## src/vsf_pkg.sv

```systemverilog
// Shared constants and types for the vibration suppression filter block
package vsf_pkg;

  // APB geometry
  localparam int unsigned ADDR_W = 8;
  localparam int unsigned DATA_W = 32;

  // Register byte offsets
  localparam logic [7:0] OFF_ADAPT_SEL = 8'h00;
  localparam logic [7:0] OFF_NOTCH_BASE = 8'h04;
  localparam logic [7:0] NOTCH_STRIDE = 8'h0C;
  localparam logic [7:0] FIELD_FREQ = 8'h00;
  localparam logic [7:0] FIELD_WIDTH = 8'h04;
  localparam logic [7:0] FIELD_DEPTH = 8'h08;
  localparam logic [7:0] OFF_DAMP_METHOD = 8'h34;
  localparam logic [7:0] OFF_STATUS = 8'h38;

  // Field widths and filter counts
  localparam int unsigned FREQ_W = 13;
  localparam int unsigned WIDTH_W = 5;
  localparam int unsigned DEPTH_W = 7;
  localparam int unsigned NUM_NOTCH = 4;
  localparam int unsigned NUM_ADAPT = 2;

  // Setting ranges
  localparam logic [2:0] ADAPT_SEL_MAX = 3'h4;
  localparam logic [12:0] FREQ_MIN = 13'h0032;
  localparam logic [12:0] FREQ_MAX = 13'h1388;
  localparam logic [4:0] WIDTH_MAX = 5'h14;
  localparam logic [6:0] DEPTH_MAX = 7'h63;
  localparam logic [1:0] DAMP_METHOD_MAX = 2'h3;

  // Reset values
  localparam logic [2:0] ADAPT_SEL_RST = 3'h0;
  localparam logic [12:0] FREQ_RST = 13'h1388;
  localparam logic [4:0] WIDTH_RST = 5'h02;
  localparam logic [6:0] DEPTH_RST = 7'h00;
  localparam logic [1:0] DAMP_METHOD_RST = 2'h0;

  // Status register bit positions
  localparam int unsigned ST_DAMP_LSB = 0;
  localparam int unsigned ST_RUN_LSB = 4;
  localparam int unsigned ST_HOLD_LSB = 6;
  localparam int unsigned ST_SEL_LSB = 8;
  localparam int unsigned ST_METHOD_LSB = 12;

  // Adaptive filter selection values
  localparam logic [2:0] ADAPT_ONE_HOLD = 3'h1;
  localparam logic [2:0] ADAPT_TWO_HOLD = 3'h2;
  localparam logic [2:0] ADAPT_ONE_CONT = 3'h3;
  localparam logic [2:0] ADAPT_TWO_MIXED = 3'h4;

  // Damping switching methods
  localparam logic [1:0] DAMP_ALL = 2'h0;
  localparam logic [1:0] DAMP_BY_A = 2'h1;
  localparam logic [1:0] DAMP_BY_AB = 2'h2;
  localparam logic [1:0] DAMP_BY_DIR = 2'h3;

  // One notch filter setting as seen by the control loop
  typedef struct packed {
    logic [FREQ_W-1:0] freq;
    logic [WIDTH_W-1:0] width;
    logic [DEPTH_W-1:0] depth;
  } vsf_notch_t;

  // State of one adaptive filter
  typedef enum logic [1:0] {
    AD_OFF,
    AD_ADAPT,
    AD_HOLD
  } vsf_adapt_state_t;

endpackage

```

## src/vsf_top.sv

```systemverilog
// Vibration suppression filter settings, adaptive notch and damping select
//
// Behaviour
// - Adaptive selection takes 0 to 4, resets to 0; 0 disables adaptation.
// - Selection 1: one adaptive filter, frequency frozen after adaptation.
// - Selection 2: two adaptive filters, both frozen after adaptation.
// - Selection 3: one adaptive filter adapting continuously.
// - Selection 4: two adaptive filters, exactly one adapting continuously.
// - Notch 1 frequency 50 to 5000 Hz, reset 5000.
// - Notch 1 width 0 to 20, reset 2.
// - Notch 1 depth 0 to 99, reset 0.
// - Notch 2 has the same settings, ranges and resets as notch 1.
// - Adaptive result writes notch 3 and 4 settings only while that filter is adapting, not while frozen.
// - Damping switching method takes 0 to 3, resets to 0.
// - Method 1: filters 1,3 when input A open, 2,4 when shorted.
// - Method 2: one filter chosen by inputs A and B.
// - Method 3: filters 1,3 forward, 2,4 reverse.
`timescale 1ns/100ps
module vsf_top
  import vsf_pkg::*;
(
  input wire logic clk_i, // System clock, 50 MHz
  input wire logic rst_i, // Asynchronous reset, active high
  input wire logic psel_i, // APB select
  input wire logic penable_i, // APB enable
  input wire logic pwrite_i, // APB write
  input wire logic [ADDR_W-1:0] paddr_i, // APB byte address
  input wire logic [DATA_W-1:0] pwdata_i, // APB write data
  output logic [DATA_W-1:0] prdata_o, // APB read data
  output logic pready_o, // APB ready
  output logic pslverr_o, // APB error
  input wire logic damping_select_in_a_i, // Select input A, high = shorted
  input wire logic damping_select_in_b_i, // Select input B, high = shorted
  input wire logic reverse_dir_i, // High during reverse travel
  input wire logic adapt_valid_i, // Adaptation result strobe
  input wire logic adapt_index_i, // Adaptive filter the result is for
  input wire vsf_notch_t adapt_result_i, // Estimated notch setting
  input wire logic adapt_done_i, // Adaptation of that filter converged
  output vsf_notch_t [NUM_NOTCH-1:0] notch_o, // Notch settings to the loop
  output logic [NUM_ADAPT-1:0] adapt_run_o, // Adaptive filter adapting
  output logic [NUM_ADAPT-1:0] adapt_hold_o, // Adaptive filter frozen
  output logic [3:0] damp_en_o // Damping filter enables 4..1
);

  logic [2:0] adapt_sel;
  logic [1:0] damp_method;
  vsf_adapt_state_t ad_state [NUM_ADAPT];
  logic restart;
  logic access;
  logic wr_ok;
  logic next_err;
  logic [DATA_W-1:0] next_rdata;
  logic hit_notch;
  logic [1:0] hit_idx;
  logic [1:0] hit_field;
  logic [NUM_ADAPT-1:0] ad_en;
  logic [NUM_ADAPT-1:0] ad_cont;

  // Byte address of one notch field
  function automatic logic [7:0] notch_addr(input int unsigned n,
                                            input logic [7:0] f);
    notch_addr = OFF_NOTCH_BASE + 8'(n) * NOTCH_STRIDE + f;
  endfunction

  // Adaptive filters enabled by a selection value
  function automatic logic [1:0] adapt_enabled(input logic [2:0] m);
    case (m)
      ADAPT_ONE_HOLD: adapt_enabled = 2'h1;
      ADAPT_TWO_HOLD: adapt_enabled = 2'h3;
      ADAPT_ONE_CONT: adapt_enabled = 2'h1;
      ADAPT_TWO_MIXED: adapt_enabled = 2'h3;
      default: adapt_enabled = 2'h0;
    endcase
  endfunction

  // Adaptive filters that never freeze
  function automatic logic [1:0] adapt_continuous(input logic [2:0] m);
    case (m)
      ADAPT_ONE_CONT: adapt_continuous = 2'h1;
      ADAPT_TWO_MIXED: adapt_continuous = 2'h2;
      default: adapt_continuous = 2'h0;
    endcase
  endfunction

  // Whether a written value fits a field's range
  function automatic logic field_ok(input logic [1:0] f,
                                    input logic [DATA_W-1:0] v);
    case (f)
      2'h0: field_ok = v >= 32'(FREQ_MIN) && v <= 32'(FREQ_MAX);
      2'h1: field_ok = v <= 32'(WIDTH_MAX);
      default: field_ok = v <= 32'(DEPTH_MAX);
    endcase
  endfunction

  // Bound an adaptation result to the legal ranges
  function automatic vsf_notch_t clamp(input vsf_notch_t r);
    vsf_notch_t c;
    c = r;
    if (r.freq < FREQ_MIN) begin
      c.freq = FREQ_MIN;
    end else if (r.freq > FREQ_MAX) begin
      c.freq = FREQ_MAX;
    end
    if (r.width > WIDTH_MAX) begin
      c.width = WIDTH_MAX;
    end
    if (r.depth > DEPTH_MAX) begin
      c.depth = DEPTH_MAX;
    end
    clamp = c;
  endfunction

  assign ad_en = adapt_enabled(adapt_sel);
  assign ad_cont = adapt_continuous(adapt_sel);
  assign access = psel_i && penable_i;
  assign pready_o = 1'b1;

  // Locate a notch field register
  always_comb begin
    hit_notch = 1'b0;
    hit_idx = 2'h0;
    hit_field = 2'h0;
    for (int n = 0; n < NUM_NOTCH; n++) begin
      if (paddr_i == notch_addr(n, FIELD_FREQ)) begin
        hit_notch = 1'b1;
        hit_idx = 2'(n);
        hit_field = 2'h0;
      end
      if (paddr_i == notch_addr(n, FIELD_WIDTH)) begin
        hit_notch = 1'b1;
        hit_idx = 2'(n);
        hit_field = 2'h1;
      end
      if (paddr_i == notch_addr(n, FIELD_DEPTH)) begin
        hit_notch = 1'b1;
        hit_idx = 2'(n);
        hit_field = 2'h2;
      end
    end
  end

  // Decode access legality and read data
  always_comb begin
    next_err = 1'b0;
    next_rdata = '0;
    if (paddr_i == OFF_ADAPT_SEL) begin
      next_rdata = 32'(adapt_sel);
      if (pwrite_i && pwdata_i > 32'(ADAPT_SEL_MAX)) begin
        next_err = 1'b1;
      end
    end else if (paddr_i == OFF_DAMP_METHOD) begin
      next_rdata = 32'(damp_method);
      if (pwrite_i && pwdata_i > 32'(DAMP_METHOD_MAX)) begin
        next_err = 1'b1;
      end
    end else if (paddr_i == OFF_STATUS) begin
      next_rdata[ST_DAMP_LSB +: 4] = damp_en_o;
      next_rdata[ST_RUN_LSB +: NUM_ADAPT] = adapt_run_o;
      next_rdata[ST_HOLD_LSB +: NUM_ADAPT] = adapt_hold_o;
      next_rdata[ST_SEL_LSB +: 2] = {damping_select_in_b_i,
                                     damping_select_in_a_i};
      next_rdata[ST_METHOD_LSB] = reverse_dir_i;
      next_err = pwrite_i;
    end else if (hit_notch) begin
      case (hit_field)
        2'h0: next_rdata = 32'(notch_o[hit_idx].freq);
        2'h1: next_rdata = 32'(notch_o[hit_idx].width);
        default: next_rdata = 32'(notch_o[hit_idx].depth);
      endcase
      if (pwrite_i && !field_ok(hit_field, pwdata_i)) begin
        next_err = 1'b1;
      end
      // Notch 3 and 4 belong to the adaptation while their adaptive filter is enabled, adapting or frozen
      if (pwrite_i && hit_idx >= 2'h2 && ad_en[hit_idx[0]]) begin
        next_err = 1'b1;
      end
    end else begin
      next_err = 1'b1;
    end
  end

  assign wr_ok = access && pwrite_i && !next_err;
  assign prdata_o = (access && !pwrite_i) ? next_rdata : '0;
  assign pslverr_o = access && next_err;

  // Adaptive filter selection register
  always_ff @(posedge clk_i or posedge rst_i) begin
    if (rst_i) begin
      adapt_sel <= ADAPT_SEL_RST;
    end else if (wr_ok && paddr_i == OFF_ADAPT_SEL) begin
      adapt_sel <= pwdata_i[2:0];
    end
  end

  // A new selection restarts adaptation from scratch
  always_ff @(posedge clk_i or posedge rst_i) begin
    if (rst_i) begin
      restart <= 1'b0;
    end else begin
      restart <= wr_ok && paddr_i == OFF_ADAPT_SEL;
    end
  end

  // Damping switching method register
  always_ff @(posedge clk_i or posedge rst_i) begin
    if (rst_i) begin
      damp_method <= DAMP_METHOD_RST;
    end else if (wr_ok && paddr_i == OFF_DAMP_METHOD) begin
      damp_method <= pwdata_i[1:0];
    end
  end

  // Per filter adaptation state: adapt, then freeze unless continuous
  always_ff @(posedge clk_i or posedge rst_i) begin
    if (rst_i) begin
      for (int k = 0; k < NUM_ADAPT; k++) begin
        ad_state[k] <= AD_OFF;
      end
    end else begin
      for (int k = 0; k < NUM_ADAPT; k++) begin
        case (ad_state[k])
          AD_OFF: begin
            if (ad_en[k]) begin
              ad_state[k] <= AD_ADAPT;
            end
          end
          AD_ADAPT: begin
            if (!ad_en[k]) begin
              ad_state[k] <= AD_OFF;
            end else if (adapt_valid_i && adapt_done_i &&
                         adapt_index_i == 1'(k) && !ad_cont[k]) begin
              ad_state[k] <= AD_HOLD;
            end
          end
          AD_HOLD: begin
            if (!ad_en[k]) begin
              ad_state[k] <= AD_OFF;
            end else if (restart || ad_cont[k]) begin
              ad_state[k] <= AD_ADAPT;
            end
          end
          default: ad_state[k] <= AD_OFF;
        endcase
      end
    end
  end

  // Status toward the loop
  always_comb begin
    for (int k = 0; k < NUM_ADAPT; k++) begin
      adapt_run_o[k] = ad_state[k] == AD_ADAPT;
      adapt_hold_o[k] = ad_state[k] == AD_HOLD;
    end
  end

  // Notch settings: software writes, adaptation fills notch 3 and 4
  always_ff @(posedge clk_i or posedge rst_i) begin
    if (rst_i) begin
      for (int n = 0; n < NUM_NOTCH; n++) begin
        notch_o[n].freq <= FREQ_RST;
        notch_o[n].width <= WIDTH_RST;
        notch_o[n].depth <= DEPTH_RST;
      end
    end else begin
      if (wr_ok && hit_notch) begin
        case (hit_field)
          2'h0: notch_o[hit_idx].freq <= pwdata_i[FREQ_W-1:0];
          2'h1: notch_o[hit_idx].width <= pwdata_i[WIDTH_W-1:0];
          default: notch_o[hit_idx].depth <= pwdata_i[DEPTH_W-1:0];
        endcase
      end
      if (adapt_valid_i && ad_state[adapt_index_i] == AD_ADAPT) begin
        notch_o[{1'b1, adapt_index_i}] <= clamp(adapt_result_i);
      end
    end
  end

  // Damping filter set selection
  vsf_damp_sel u_damp_sel (
    .clk_i(clk_i),
    .rst_i(rst_i),
    .method_i(damp_method),
    .sel_a_i(damping_select_in_a_i),
    .sel_b_i(damping_select_in_b_i),
    .reverse_i(reverse_dir_i),
    .damp_en_o(damp_en_o)
  );

endmodule

```

## src/vsf_damp_sel.sv

```systemverilog
// Damping filter set selection from method, select inputs and direction
`timescale 1ns/100ps
module vsf_damp_sel
  import vsf_pkg::*;
(
  input wire logic clk_i, // System clock
  input wire logic rst_i, // Asynchronous reset, active high
  input wire logic [1:0] method_i, // Switching method setting
  input wire logic sel_a_i, // First select input, high when shorted
  input wire logic sel_b_i, // Second select input, high when shorted
  input wire logic reverse_i, // High during reverse travel
  output logic [3:0] damp_en_o // Enables of damping filters 4..1
);

  logic [3:0] next_damp_en;

  // Decode the active damping filter set
  always_comb begin
    case (method_i)
      DAMP_ALL: next_damp_en = 4'hF;
      DAMP_BY_A: next_damp_en = sel_a_i ? 4'hA : 4'h5;
      DAMP_BY_AB: begin
        case ({sel_b_i, sel_a_i})
          2'h0: next_damp_en = 4'h1;
          2'h1: next_damp_en = 4'h2;
          2'h2: next_damp_en = 4'h4;
          default: next_damp_en = 4'h8;
        endcase
      end
      DAMP_BY_DIR: next_damp_en = reverse_i ? 4'hA : 4'h5;
      default: next_damp_en = 4'hF;
    endcase
  end

  // Registered enables toward the loop
  always_ff @(posedge clk_i or posedge rst_i) begin
    if (rst_i) begin
      damp_en_o <= 4'h0;
    end else begin
      damp_en_o <= next_damp_en;
    end
  end

endmodule

```

## config.mk

```make
export PLATFORM = sky130hd
export DESIGN_NAME = vsf_top
export DESIGN_NICKNAME = d
export VERILOG_FILES = /design/src/vsf_pkg.sv /design/src/vsf_top.sv /design/src/vsf_damp_sel.sv
export SDC_FILE = /design/constraint.sdc
export NUM_CORES = 1
export LEC_CHECK = 0
export BUFFER_PORTS_ARGS = -buffer_cell sky130_fd_sc_hd__buf_4
export CAP_MARGIN = 10
export CORE_MARGIN = 2
export CORE_UTILIZATION = 32
export DETAILED_ROUTE_END_ITERATION = 10
export GPL_ROUTABILITY_DRIVEN = 0
export PLACE_DENSITY = 0.63
export REMOVE_ABC_BUFFERS = 1
export SKIP_CTS_REPAIR_TIMING = 1
export SYNTH_ARGS = -nofsm -noshare
export SYNTH_HDL_FRONTEND = slang
export SYNTH_SLANG_ARGS = --single-unit
```

## constraint.sdc

```tcl
create_clock -name clk_i -period 6.15 [get_ports clk_i]
set_clock_uncertainty 0.1 [all_clocks]
set_input_delay 0.615 -clock clk_i [delete_from_list [all_inputs] [get_ports clk_i]]
set_output_delay 0.615 -clock clk_i [all_outputs]
set_load 0.1 [all_outputs]
```

==> metrics.log <==
[metrics] final net count: slightly above 1000
[metrics] htree depth: 4
[metrics] DR vias: roughly 7000
[metrics] Reg power frac: between 30% and 40%
[metrics] number of distinct library cell variants in the gate-level netlist after synthesis: 74
[metrics] worst slew margin relative to its limit: a little under a third
[metrics] Worst Path Required: between 5000 and 6000 ps
[metrics] number of standard cells in the layout, taps in and fillers out: 1232
[metrics] area share of the leading cell type in the synthesized netlist: 31.9%
[metrics] sequential fraction of the synthesis area: between 40% and 50%
[metrics] Max Used Layer: met4
[metrics] library cell with the highest instance count after synthesis: sky130_fd_sc_hd__dfrtp_1
[metrics] relative contribution of combinational cells to total power: a little over a fifth
[metrics] number of rows in the core area: 54
[metrics] largest buffer count on any clock path: 2
[metrics] unrepaired setup endpoints after global routing: false
[metrics] most used standard cells in the synthesized netlist: sky130_fd_sc_hd__dfrtp_1 (90), sky130_fd_sc_hd__nand3_1 (89), sky130_fd_sc_hd__nand2_1 (78)
[metrics] Detail Route Antenna Nets: 0
[metrics] type of element launching the critical path: input port
[metrics] Leakage Power: approximately 4.2 nW
[metrics] Top Ports: approximately 220
[metrics] Final Hold Vio Count: 0
[metrics] internal power of the cells: about 1.5 mW
[metrics] final number of setup-violating endpoints: 0
[metrics] DRT Pass-1 Iters: 5
[metrics] buffers added on ports: a little under 200
[metrics] proportion of layout cells with a drive suffix above 1: 36.6%
[metrics] root buffer cell: sky130_fd_sc_hd__clkbuf_16
[metrics] switching fraction of total power: between 30% and 40%
[metrics] initial cell density of the core: about a third
[metrics] Clk pwr share: ~43%
[metrics] peak ir drop on the vdd network: ~160 uV
[metrics] overall power: ~2.4 mW
[metrics] Pwr Density: ~250 nW/um2
[metrics] Floorplan Core Area: between 20000 and 25000 um2
[metrics] number of antenna violations at the first check in global routing: 0
[metrics] total routing resource utilization after global routing: between 20% and 30%
[metrics] routed len/inst: about 23 um
[metrics] number of cells on the worst reg-to-reg path: 8
[metrics] horizontal die dimension: 153 um
[metrics] transition time of the tightest slew-check pin: slightly above 1000 ps
[metrics] number of instances in the synthesized netlist: roughly 770
[metrics] result of the run: finished, final reports clean
[metrics] Die Ht: 153 um
[metrics] diodes inserted: 0
[metrics] residual DRC count: 0
[metrics] CP endpoint kind: output pin
[metrics] Total Wirelength: between 20000 and 30000 um
[metrics] timing-limited maximum frequency: between 200 and 250 MHz
[metrics] register bit total from synthesis: roughly 110
[metrics] worst skew pair latency: between 400 and 500 ps
[metrics] wl on met1: 11500 um
[metrics] critical path launch point: paddr_i[1]
[metrics] total die area: 23300 um2
[metrics] HPWL after detailed placement: slightly above 20000 um
[metrics] Net Sw Power: between 800 and 900 uW
[metrics] async set-or-reset flop fraction in the synthesized netlist: between 90% and 100%
[metrics] Tcrit/Tclk final: ~70%
[metrics] Hold Worst Slack: about 320 ps
[metrics] EDFF count, synth: 0
[metrics] library cell occupying the most area in the post-synthesis netlist: sky130_fd_sc_hd__dfrtp_1
[metrics] count of synthesis-stage warnings from yosys: 0
[metrics] met2 layer wire length in the routed design: between 10000 and 15000 um
[metrics] worst hold path type: in2async
[metrics] Synth-to-Final Area Change: 31.7%
[metrics] class of the most critical setup path: in2out
[metrics] capturing element of the worst setup path: prdata_o[10]
[metrics] Worst R2R Start: adapt_sel[0]$_DFFE_PP0P_
[metrics] maximum number of pins on one net before global-route repair: between 70 and 80
[metrics] post-synthesis cell area: roughly 7100 um2
[metrics] clock transition at the register clock pins on the worst setup and hold paths after CTS: 60 ps
[metrics] CTS Buf Count: 17
[metrics] Final min period: approximately 4400 ps
[metrics] largest fanout on the critical path: 12
[metrics] dominant register cell in the synthesized netlist: sky130_fd_sc_hd__dfrtp_1
[metrics] max-capacitance violation count: 0
[metrics] max-slew violation total from the final report: 0
[metrics] met3 wire length: ~2600 um
[metrics] via count of the first global-routing pass: 6694
[metrics] Starting DRT DRC Count: roughly 850
[metrics] CTS tree: built
[metrics] signal arrival time at the worst endpoint: 3680 ps
[metrics] Worst R2R Setup Slack: around 2900 ps
[metrics] cells taking the most area after synthesis: sky130_fd_sc_hd__dfrtp_1 (32%), sky130_fd_sc_hd__dfstp_2 (8.9%), sky130_fd_sc_hd__mux2_2 (6.7%)
[metrics] Cell Count Post-Placement: between 1000 and 1500
[metrics] Overflow after GRT: 0
[metrics] mean area per synthesized cell: ~9.2 um2
[metrics] number of clock sinks seen by CTS: between 100 and 150
[metrics] routed vias/inst: around 5.9
[metrics] wire length of the first global-routing pass: around 42000 um
==> cells in the final DEF (no fill, tap or decap), types with 18 or more instances in the layout <==
cell type,synthesis,routed
sky130_fd_sc_hd__nand2_1,78,78
sky130_fd_sc_hd__dfrtp_1,90,90
sky130_fd_sc_hd__nand4_1,18,18
sky130_fd_sc_hd__buf_4,22,211
sky130_fd_sc_hd__a21oi_1,42,42
sky130_fd_sc_hd__o22ai_1,50,50
sky130_fd_sc_hd__dfstp_2,24,24
sky130_fd_sc_hd__o21ai_0,32,31
sky130_fd_sc_hd__mux2_2,42,42
sky130_fd_sc_hd__conb_1,2,20
sky130_fd_sc_hd__nor2_1,32,32
sky130_fd_sc_hd__nand3_1,89,89
==> how the worst min path moves through the flow <==
stage / end / slack, ps
2_1_floorplan: ad_state[1]$_DFFE_PP0P_ / 420
3_3_place_gp: notch_o[71]$_DFF_PP1_ / 380
3_5_place_dp: notch_o[71]$_DFF_PP1_ / 390
4_1_cts: ad_state[0]$_DFFE_PP0P_ / 340
5_1_grt: notch_o[58]$_DFF_PP1_ / 350
6_report: notch_o[80]$_DFF_PP0_ / 320
==> power groups by stage <==
stage / sequential, mW / clock (mW) / combinational [mW]
global route: 0.822 / 1.07 / 0.536
global placement: 0.831 / 0 / 0.510
floorplan: 1.03 / 0 / 0.148
finish: 0.819 / 1.02 / 0.515
detailed placement: 0.830 / 0 / 0.514
CTS: 0.818 / 1.03 / 0.515
==> kinds of logic after synthesis <==
| kind of cell | Yosys count | share of synthesized area (%) |
|---|---|---|
| other cells | 2 | 0.106 |
| xor+xnor | 3 | 0.372 |
| flops | 114 | 40.8 |
| mux | 56 | 9.39 |
| compound gates | 195 | 19.2 |
| simple gates | 306 | 23.7 |
| buf+inv | 88 | 6.22 |
| fa+ha+maj | 1 | 0.142 |
==> worst max-delay path: stages <==
cell and delay (ps):
sky130_fd_sc_hd__buf_4 120, sky130_fd_sc_hd__or4_1 750, sky130_fd_sc_hd__a211oi_2 570, sky130_fd_sc_hd__nand2_1 480, sky130_fd_sc_hd__nor4_1 720, sky130_fd_sc_hd__buf_4 410
==> layout make-up <==
class                   count  area, um2
clock buffers              19        443
multi-input cells         581       3830
fillers                  2156      12500
inverters                  14       55.1
well taps                 280        350
clock inverters            13        160
flip-flops and latches    114       2880
repair buffers            211       1580
==> metrics by stage <==
stage	util (%)	setup WS, ps	setup TNS, ps	instance area (um2)
final	42.8	1750	0	9300
after detailed placement	40.0	1840	0	8700
after floorplan	-	-133	-266	6750
after global placement	40.0	1780	0	8700
after global routing	42.8	1570	0	9300
after CTS	42.8	1830	0	9300
==> metal layers <==
layer  global-route usage, %  vias up
li1                        -     3198
met1                    31.9     3539
met2                    35.0      418
met3                    6.03       61
met4                    9.66        0
met5                       0        -
Note: power is estimated with default switching activity, not from simulation.
